$ cat config.mk
export PLATFORM = sky130hd
export DESIGN_NAME = aatx_conn
export DESIGN_NICKNAME = d
export VERILOG_FILES = /design/src/core/aatx_pkg.sv /design/src/core/aatx_seqgen.sv /design/src/core/aatx_counters.sv /design/src/core/aatx_conn.sv
export SDC_FILE = /design/constraint.sdc
export NUM_CORES = 2
export LEC_CHECK = 0
export BUFFER_PORTS_ARGS = -buffer_cell sky130_fd_sc_hd__buf_2
export CORE_MARGIN = 8
export CORE_UTILIZATION = 25
export CTS_BUF_LIST = sky130_fd_sc_hd__clkbuf_4
export DETAILED_ROUTE_END_ITERATION = 6
export HOLD_SLACK_MARGIN = 0.05
export MAX_ROUTING_LAYER = met4
export PLACE_DENSITY = 0.5
export SYNTH_ARGS = -nofsm -noshare
export SYNTH_HDL_FRONTEND = slang
export SYNTH_HIERARCHICAL = 1
export SYNTH_SLANG_ARGS = --single-unit
$ cat constraint.sdc
create_clock -name clk_i -period 105 [get_ports clk_i]
set_input_delay 5.25 -clock clk_i [delete_from_list [all_inputs] [get_ports clk_i]]
set_output_delay 5.25 -clock clk_i [all_outputs]
set_load 0.005 [all_outputs]
$ cat src/core/aatx_pkg.sv
package aatx_pkg;

  // ----------------------------------------------------------------
  // Widths and encodings
  // ----------------------------------------------------------------
  localparam int unsigned TS_W = 32;
  localparam int unsigned PTR_W = 10;
  localparam int unsigned CID_W = 8;
  localparam int unsigned UUI_W = 5;
  localparam int unsigned SEQB_W = 3;
  localparam int unsigned LEN_W = 6;
  localparam logic [SEQB_W-1:0] SEQB_MAX = 3'h4;
  localparam logic [2:0] BUF_512B = 3'h0;
  localparam logic [2:0] BUF_1024B = 3'h1;
  localparam logic [PTR_W-1:0] MASK_512B = 10'h1ff;
  localparam logic [PTR_W-1:0] MASK_1024B = 10'h3ff;
  localparam logic [7:0] CPS_HDR_BYTES = 8'h04;
  localparam logic [4:0] VC_ALIGN_BITS = 5'h06;

  // Compression type selects which fixed UUI bits are used
  typedef enum logic [2:0] {
    AATX_C64 = 3'b000,
    AATX_C40 = 3'b001,
    AATX_C32 = 3'b010,
    AATX_C24 = 3'b011,
    AATX_C16 = 3'b100,
    AATX_SID = 3'b101
  } aatx_comp_t;

  // Packet request from voice/HDLC or CPU path
  typedef struct packed {
    logic cpu_inj;
    logic [CID_W-1:0] cpu_cid;
    aatx_comp_t comp;
    logic [LEN_W-1:0] length;
  } aatx_req_t;

  // Emitted CPS-packet header plus routing
  typedef struct packed {
    logic [CID_W-1:0] cid;
    logic [LEN_W-1:0] length;
    logic [UUI_W-1:0] uui;
    logic [31:0] vc_base;
  } aatx_pkt_t;

endpackage

$ cat src/core/aatx_seqgen.sv
`timescale 1ns/1ps
// ----------------------------------------------------------------
// UUI sequence number from bus timestamp
// ----------------------------------------------------------------
module aatx_seqgen (
  input wire logic [aatx_pkg::TS_W-1:0] timestamp_i,
  input wire logic [aatx_pkg::TS_W-1:0] interval_i,
  input wire logic [aatx_pkg::TS_W-1:0] remainder_i,
  input wire logic [aatx_pkg::SEQB_W-1:0] seq_bits_i,
  output logic [3:0] seq_o
);
  logic [aatx_pkg::TS_W:0] adj;
  logic [aatx_pkg::TS_W-1:0] quot;
  logic [3:0] mask;

  // Remainder carries the count lost at each wrap, so quotient stays continuous
  always_comb begin
    adj = {1'b0, timestamp_i} + {1'b0, remainder_i};
    quot = (interval_i == '0) ? '0 : aatx_pkg::TS_W'(adj / {1'b0, interval_i});
    mask = (seq_bits_i >= aatx_pkg::SEQB_MAX) ? 4'hf : 4'(((5'h01 << seq_bits_i) - 5'h01));
    seq_o = quot[3:0] & mask;
  end
endmodule // aatx_seqgen

$ cat src/core/aatx_counters.sv
`timescale 1ns/1ps
// ----------------------------------------------------------------
// Free-running packet and octet counters
// ----------------------------------------------------------------
module aatx_counters (
  input wire logic clk_i,
  input wire logic reset_i,
  input wire logic ce_i,
  input wire logic sent_i,
  input wire logic [aatx_pkg::LEN_W-1:0] len_i,
  output logic [31:0] pkt_cnt_o,
  output logic [31:0] oct_cnt_o
);
  // Counters wrap silently; software takes differences
  always_ff @(posedge clk_i) begin
    if (reset_i) begin
      pkt_cnt_o <= '0;
      oct_cnt_o <= '0;
    end else if (ce_i && sent_i) begin
      pkt_cnt_o <= pkt_cnt_o + 32'h0000_0001;
      oct_cnt_o <= oct_cnt_o + {26'h000_0000, len_i} + {24'h00_0000, aatx_pkg::CPS_HDR_BYTES};
    end
  end
endmodule // aatx_counters

$ cat src/core/aatx_conn.sv
`timescale 1ns/1ps
// ----------------------------------------------------------------
// AAL2 transmit connection assembly, one connection
// ----------------------------------------------------------------
module aatx_conn (
  input wire logic clk_i,
  input wire logic reset_i,
  input wire logic ce_i,
  input wire logic [aatx_pkg::TS_W-1:0] timestamp_i,
  input wire logic [aatx_pkg::PTR_W-1:0] wr_ptr_i,
  input wire logic svc_evt_i,
  input wire logic start_marker_i,
  input wire logic [aatx_pkg::PTR_W-1:0] svc_bytes_i,
  input wire logic req_valid_i,
  input wire aatx_pkg::aatx_req_t req_i,
  input wire logic [7:0] addr_i,
  input wire logic [31:0] wdata_i,
  input wire logic wr_i,
  input wire logic rd_i,
  output logic [31:0] rdata_o,
  output logic pkt_valid_o,
  output aatx_pkg::aatx_pkt_t pkt_o,
  output logic started_o
);
  // ----------------------------------------------------------------
  // Register map (byte offsets)
  // ----------------------------------------------------------------
  localparam logic [7:0] A_CTRL = 8'h00;
  localparam logic [7:0] A_VCB = 8'h04;
  localparam logic [7:0] A_INTV = 8'h08;
  localparam logic [7:0] A_REM = 8'h0c;
  localparam logic [7:0] A_WRAP = 8'h10;
  localparam logic [7:0] A_UUI = 8'h14;
  localparam logic [7:0] A_NEXT = 8'h18;
  localparam logic [7:0] A_PCNT = 8'h1c;
  localparam logic [7:0] A_OCNT = 8'h20;
  localparam logic [7:0] A_TS = 8'h24;
  localparam int unsigned NCOMP = 6;

  logic [aatx_pkg::CID_W-1:0] cid_r;
  logic [aatx_pkg::SEQB_W-1:0] seqb_r;
  logic [2:0] bufsz_r;
  logic valid_r;
  logic [31:0] vcb_r;
  logic [aatx_pkg::TS_W-1:0] intv_r, rem_r, wrap_r;
  logic [aatx_pkg::UUI_W-1:0] fixed_r [NCOMP];
  logic [aatx_pkg::PTR_W-1:0] next_r;
  logic [aatx_pkg::TS_W-1:0] ts_q;
  logic [31:0] pcnt, ocnt;
  logic [3:0] seq;
  logic send;
  logic [aatx_pkg::PTR_W-1:0] bmask;

  // Buffer wrap mask from the size code; reserved codes fall back to the small buffer
  function automatic logic [aatx_pkg::PTR_W-1:0] buf_mask(input logic [2:0] code);
    return (code == aatx_pkg::BUF_1024B) ? aatx_pkg::MASK_1024B : aatx_pkg::MASK_512B;
  endfunction

  assign bmask = buf_mask(bufsz_r);

  // ----------------------------------------------------------------
  // Configuration writes
  // ----------------------------------------------------------------
  always_ff @(posedge clk_i) begin
    if (reset_i) begin
      cid_r <= '0;
      seqb_r <= '0;
      bufsz_r <= aatx_pkg::BUF_512B;
      valid_r <= 1'b0;
      vcb_r <= '0;
      intv_r <= '0;
      wrap_r <= '0;
      for (int i = 0; i < NCOMP; i++) fixed_r[i] <= '0;
    end else if (ce_i && wr_i) begin
      unique case (addr_i)
        A_CTRL: begin
          cid_r <= wdata_i[7:0];
          seqb_r <= (wdata_i[10:8] > aatx_pkg::SEQB_MAX) ? aatx_pkg::SEQB_MAX : wdata_i[10:8];
          bufsz_r <= wdata_i[14:12];
          valid_r <= wdata_i[16];
        end
        A_VCB: vcb_r <= {wdata_i[31:6], 6'h00};
        A_INTV: intv_r <= wdata_i;
        A_WRAP: wrap_r <= wdata_i;
        A_UUI: for (int i = 0; i < NCOMP; i++) fixed_r[i] <= wdata_i[i*5 +: 5];
        default: ;
      endcase
    end
  end

  // Timestamp pins arrive from TDM domain: two flops, then a word is only taken once it
  // has held for two samples, so a multi-bit change caught mid-flight never reaches the divider
  logic [aatx_pkg::TS_W-1:0] ts_m;
  logic [aatx_pkg::TS_W-1:0] ts_s;
  logic [aatx_pkg::TS_W-1:0] ts_p;
  logic ts_take;
  assign ts_take = (ts_s == ts_p);
  always_ff @(posedge clk_i) begin
    if (reset_i) begin
      ts_m <= '0;
      ts_s <= '0;
      ts_p <= '0;
      ts_q <= '0;
    end else if (ce_i) begin
      ts_m <= timestamp_i;
      ts_s <= ts_m;
      ts_p <= ts_s;
      if (ts_take) ts_q <= ts_s;
    end
  end

  // Remainder gains wrap-increment when the accepted timestamp goes backwards
  always_ff @(posedge clk_i) begin
    if (reset_i) rem_r <= '0;
    else if (ce_i) begin
      if (wr_i && addr_i == A_REM) rem_r <= wdata_i;
      else if (ts_take && (ts_s < ts_q)) rem_r <= rem_r + wrap_r;
    end
  end

  // ----------------------------------------------------------------
  // xxPCM start-up and next-byte tracking
  // ----------------------------------------------------------------
  // First start-marked event only arms; later events send
  always_ff @(posedge clk_i) begin
    if (reset_i) begin
      started_o <= 1'b0;
      next_r <= '0;
    end else if (ce_i) begin
      if (svc_evt_i && valid_r && !started_o && start_marker_i) begin
        started_o <= 1'b1;
        next_r <= (next_r + wr_ptr_i) & bmask;
      end else if (send && !req_i.cpu_inj && svc_evt_i) begin
        next_r <= (next_r + svc_bytes_i) & bmask;
      end else if (wr_i && addr_i == A_NEXT) begin
        next_r <= wdata_i[aatx_pkg::PTR_W-1:0];
        started_o <= wdata_i[31];
      end
    end
  end

  // CPU packets bypass the start gate; voice needs valid and started
  assign send = req_valid_i && (req_i.cpu_inj || (svc_evt_i && valid_r && started_o));

  aatx_seqgen u_seq (
    .timestamp_i(ts_q),
    .interval_i(intv_r),
    .remainder_i(rem_r),
    .seq_bits_i(seqb_r),
    .seq_o(seq)
  );

  // ----------------------------------------------------------------
  // Packet header generation
  // ----------------------------------------------------------------
  always_ff @(posedge clk_i) begin
    if (reset_i) begin
      pkt_valid_o <= 1'b0;
      pkt_o <= '0;
    end else if (ce_i) begin
      pkt_valid_o <= send;
      if (send) begin
        pkt_o.cid <= req_i.cpu_inj ? req_i.cpu_cid : cid_r;
        pkt_o.length <= req_i.length;
        pkt_o.uui <= (fixed_r[req_i.comp] & ~{1'b0, 4'hf >> (4'h4 - 4'(seqb_r))})
                     | {1'b0, seq};
        pkt_o.vc_base <= vcb_r;
      end
    end
  end

  aatx_counters u_cnt (
    .clk_i(clk_i),
    .reset_i(reset_i),
    .ce_i(ce_i),
    .sent_i(send),
    .len_i(req_i.length),
    .pkt_cnt_o(pcnt),
    .oct_cnt_o(ocnt)
  );

  // ----------------------------------------------------------------
  // Read port, data valid the cycle after the strobe
  // ----------------------------------------------------------------
  always_ff @(posedge clk_i) begin
    if (reset_i) rdata_o <= '0;
    else if (ce_i && rd_i) begin
      unique case (addr_i)
        A_CTRL: rdata_o <= {15'h0000, valid_r, 1'b0, bufsz_r, 1'b0, seqb_r, cid_r};
        A_VCB: rdata_o <= vcb_r;
        A_INTV: rdata_o <= intv_r;
        A_REM: rdata_o <= rem_r;
        A_WRAP: rdata_o <= wrap_r;
        A_UUI: rdata_o <= {2'h0, fixed_r[5], fixed_r[4], fixed_r[3], fixed_r[2], fixed_r[1], fixed_r[0]};
        A_NEXT: rdata_o <= {started_o, 21'h00_0000, next_r};
        A_PCNT: rdata_o <= pcnt;
        A_OCNT: rdata_o <= ocnt;
        A_TS: rdata_o <= ts_q;
        default: rdata_o <= '0;
      endcase
    end
  end
endmodule // aatx_conn

# == Word-level counts from Yosys, hierarchy flattened ==
# Memories as Yosys holds them, arrays and structs flattened.
# Index checks and enable logic that the tools add are counted.
# Widths: inputs -> output; s select.
# totals
regBits,418
ramBits,30
inputBits,118
output_inout_bits,85
mem_count,1
# classes
addsub,9
n_div,1
order_cmp,3
n_eq_ne,12
shift,2
mux,26
bitwise_logic,12
reduce_logical,30
# memory_table
memory,words,word_bits,read_ports,rd_clocked_by_memory_dff,write_ports,line_no,rtl
fixed_r,6,5,7,0,6,aatx_conn.sv:46,logic [aatx_pkg::UUI_W-1:0] fixed_r [NCOMP];
# op_table
cell,count
$pmux 32 s10,1
$mux 32,2
$mux 10,4
$add 32x32->33,1
$div 33x32->33,1
$add 32x1->32 const B,1
$add 32x3->32 const B,1
$add 32x32->32,1
$add 32x6->32,1
$eq 32x32->1,1
$eq 8x5->1 const B,4
$logic_not 32->1,1
$lt 32x32->1,1
$mux 5,6
$add 10x10->10,2
$and 10x10->10,2
$eq 8x4->1 const B,2
$eq 8x6->1 const B,2
$reduce_and 2->1,8
$logic_and 1x1->1,13
$mux 1,9
$eq 8x3->1 const B,1
$logic_not 8->1,1
$mux 4,2
20 further kinds,27

# == Depth between registers and ports, before layout ==
# logic_depth
depth_word,8
depth_mapped,377
depth_no_buf,352

# == Modules after synthesis ==
# The synthesis kept the hierarchy.
# by_module_without_submodules
module,n_inst,cells_each,area_each_um2
aatx_seqgen,1,4868,32527.4
aatx_conn,1,2225,19028.2
aatx_counters,1,365,3196.8

# == Worst setup path after synthesis ==
# No wires, ideal clock.
# synth_timing
kind,reg2reg
start,register ts_q[9] (netlist name)
end,register pkt_o[32] (netlist name)
setup_ns,0.132
arrival_ns,73.381
t_required_ns,104.868
path_slack_ns,31.488
stages_incl_launch_ff,330
path_buffers,35
synth_period_minus_slack_ns,73.512
path_cell_list,dfxtp_1 ha_1 a21oi_1 a21oi_1 a41oi_1 a211oi_1 o31ai_1 inv_1 a21oi_1 o21bai_1 a21oi_1 xnor2_1 ha_1 o21a_1 nor2_1 and4bb_4 mux2i_1 o21bai_1 (+294 left out) a21o_1 a311o_1 a21o_1 a21bo_2 a41o_1 o211a_1 xnor2_1 o21ai_0 ha_1 and3_1 nand3_1 nor2_1 a2111oi_0 a21oi_1 a2111oi_0 nor3_1 a211oi_1 nor3_1
# synth_between
elab_chain_len,5
# synth_lines
item,line_no,rtl
start: declaration,aatx_conn.sv:48,logic [aatx_pkg::TS_W-1:0] ts_q;
start signal: assignment,aatx_conn.sv:108,if (ts_take) ts_q <= ts_s;
$add 32x32->33,aatx_seqgen.sv:18,"adj = {1'b0, timestamp_i} + {1'b0, remainder_i};"
$div 33x32->33,aatx_seqgen.sv:19,"quot = (interval_i == '0) ? '0 : aatx_pkg::TS_W'(adj / {1'b0, interval_i});"
$mux 4,aatx_seqgen.sv:19,
$and 4x4->4,aatx_seqgen.sv:21,seq_o = quot[3:0] & mask;
via seq[0],aatx_conn.sv:50,logic [3:0] seq;
$or 5x4->5,aatx_conn.sv:166,"| {1'b0, seq};"
end: declaration,aatx_conn.sv:22,"output aatx_pkg::aatx_pkt_t pkt_o,"
# The timed path passes the listed nets, and every way through them passes these cells.
# A chain may end at the register's enable or synchronous reset.

# == Worst setup path after layout ==
# layout_timing
start,register rem_r[9] (netlist name)
end,register pkt_o[32] (netlist name)
# layout_between
elab_chain_len,5
# layout_lines
item,line_no,rtl
start: declaration,aatx_conn.sv:45,"logic [aatx_pkg::TS_W-1:0] intv_r, rem_r, wrap_r;"
start signal: assignment,aatx_conn.sv:116,if (wr_i && addr_i == A_REM) rem_r <= wdata_i;
start signal: assignment,aatx_conn.sv:117,else if (ts_take && (ts_s < ts_q)) rem_r <= rem_r + wrap_r;
$add 32x32->33,aatx_seqgen.sv:18,
$div 33x32->33,aatx_seqgen.sv:19,
$mux 4,aatx_seqgen.sv:19,
$and 4x4->4,aatx_seqgen.sv:21,
via seq[0],aatx_conn.sv:50,
$or 5x4->5,aatx_conn.sv:166,
# The timed path passes the listed nets, and every way through them passes these cells.

==> metrics <==
EDFF count, synth 30; WP buf/inv 17; final setup TNS 0 ps; WL/cell roughly 24 µm; Fin. Hold Viols 0; Seq/Total Area, Yosys 16.93%; final setup fails 0; CP startpoint kind flip-flop; placed insts 10,350; drt first pass iters 7; Yosys top cell area share ~16%; core region area approximately 0.22 mm²; largest net degree at the start of global routing 94; Max Root-Sink Buffers 3; Synth Flop Type dfxtp_1; post-CTS resize count 0; worst endpoint required time 105,870 ps; cts-stage hold buffer count 0; commonest non-fill, non-tap cells in the layout 921 x nand2_1, 832 x nor2_1, 688 x ha_1, 648 x a21oi_1, 418 x dfxtp_1; critical path peak fanout 32; Vias 58,680; Worst Max-Slew Pin Slew 1215 ps; Slew HR 18.27%; Max-cap violations 0; I/O pin count 203; Yosys reg bits ~450; status finished, violations left; Final nets ~8,400; max incr delay on CP approximately 1100 ps; # rows 171; DRC Markers 19; initial DRC count 5,596; crit share post-route between 80% and 90%; root buf cell clkbuf_4; Mapped Area 0.05475 mm²; RD Place Congestion between 0.9 and 1; antenna viol nets, final 0; ys async rst share 0%; Peak Freq 11.06 MHz; Worst path top cell family by delay compound AO/OA/AOI/OAI gates; failing checks design-rule violations; total setup buffers inserted after CTS 0; RSZ-0062 raised after global routing false; antenna violations before repair 16; Die ar. approximately 0.23 mm²; Crit path top cell by count ha_1; Synth area leader ha_1; total routed wirelength about 260 mm; Tmin final 90,450 ps; Chip Height 484.0 µm; total gr overflow 0; CTS tree built; Post-Syn Instances 7,458; worst hold-check path type flip-flop to flip-flop; commonest non-fill, non-tap cell in the layout nand2_1; Worst Clk Skew between 100 and 150 ps; yosys warns 6; layout cells sized above 1 9.220%; Area Growth Syn to Fin 11.00%; first-pass GRT wire length 378.6 mm; Netlist cell types 112; final slew viol count 0; worst skew pair latency 1030 ps; Post-DP HPWL 205.8 mm; data arrival time of the critical path 91,320 ps; Layout Cells excl Fill 10,561; fin util around 28%; TritonCTS buffer count 114; post-synthesis average cell area about 7.3 µm²; CTS Sinks 448; CTS clk-pin slew, worst paths around 70 ps; PortBufs 196; worst setup path category flip-flop to flip-flop; Avg Vias per Cell between 5 and 6; Tot GR Track Use a little over a fifth; CP max stage cell o21ai_0; vias in the first global route 56,713; CP Capture Type flip-flop; synth top area cells ha_1 16%, dfxtp_1 15%, nand2_1 6.3%; H-tree depth 3; Die X ~480 µm; Starting Density roughly a quarter
## final cells by class
cell class              instances  area [µm²]
fillers                     23950      156600
multi-input cells            6471       43540
flip-flops and latches        448        9269
well taps                    2854        3571
repair buffers                325        1966
clock buffers                 162        1216
inverters                     252       945.9
clock inverters                32       221.5
diodes                         17       42.54
## cell families after synthesis
family	after synthesis	synth area share, %
simple gates	2796	23.65
compound gates	2229	26.92
fa+ha+maj	693	15.90
buf+inv	544	3.828
xor+xnor	507	8.110
flops	448	16.93
mux	240	4.653
other cells	1	0.006849
## cells in the mapped netlist, drive strengths merged, types with 56 or more instances
cell and n:
xor2 234, nand3 192, nor2 842, and3 56, a21oi 651, a31oi 108, nand4 113, mux2 63
nand2b 66, nor3 184, xnor2 273, dfxtp 418, o21a 145, clkbuf 251, a22oi 97, inv 252
o31ai 59, o211ai 66, ha 688, o21ai 361, mux2i 172, a211oi 74, nand2 922, a21o 241
nor2b 76, and2 86
## per-stage QoR
step | hold WS (ps) | instance area, µm² | worst slack (ps)
after floorplan | 444.5 | 54770 | 31490
final | 456.8 | 60770 | 14550
after global routing | 467.9 | 60770 | 8094
after global placement | 442.0 | 59290 | 17050
after CTS | 458.6 | 60730 | 16240
after detailed placement | 446.7 | 59290 | 16590
## worst min-delay path: stages (launching register included)
cell and delay [ps]:
dfxtp_1 310, nand2_1 50, a21oi_1 50
## worst paths after layout
kind | startpoint | to | slack [ps] | cells past startpoint
hold reg to reg | pkt_o[15]$_SDFFE_PP0P_ | pkt_o[15]$_SDFFE_PP0P_ | 460 | 2
hold / removal | pkt_o[15]$_SDFFE_PP0P_ | pkt_o[15]$_SDFFE_PP0P_ | 460 | 2
setup reg to reg | rem_r[9]$_SDFFE_PP0P_ | pkt_o[32]$_SDFFE_PP0P_ | 14550 | 308
setup / recovery | rem_r[9]$_SDFFE_PP0P_ | pkt_o[32]$_SDFFE_PP0P_ | 14550 | 308
## state kept, by name, summed over array words and instances (netlist names), 10 cells and up
| signal | count |
|---|---|
| fixed_r | 30 |
| intv_r | 32 |
| next_r | 10 |
| pkt_o | 45 |
| rdata_o | 32 |
| rem_r | 32 |
| ts_m | 32 |
| ts_p | 32 |
| ts_q | 32 |
| ts_s | 32 |
| u_cnt/oct_cnt_o | 32 |
| u_cnt/pkt_cnt_o | 32 |
| vcb_r | 26 |
| wrap_r | 32 |
## metal layers
layer | share of wire, % | GRT usage (%)
met4 | 3.9 | 7.338
met3 | 5.5 | 2.172
met5 | 0 | -
met2 | 46 | 34.82
met1 | 45 | 27.57
Power is not shown: default switching activity piles up to over one toggle a cycle in this logic, so the estimate is an artifact.
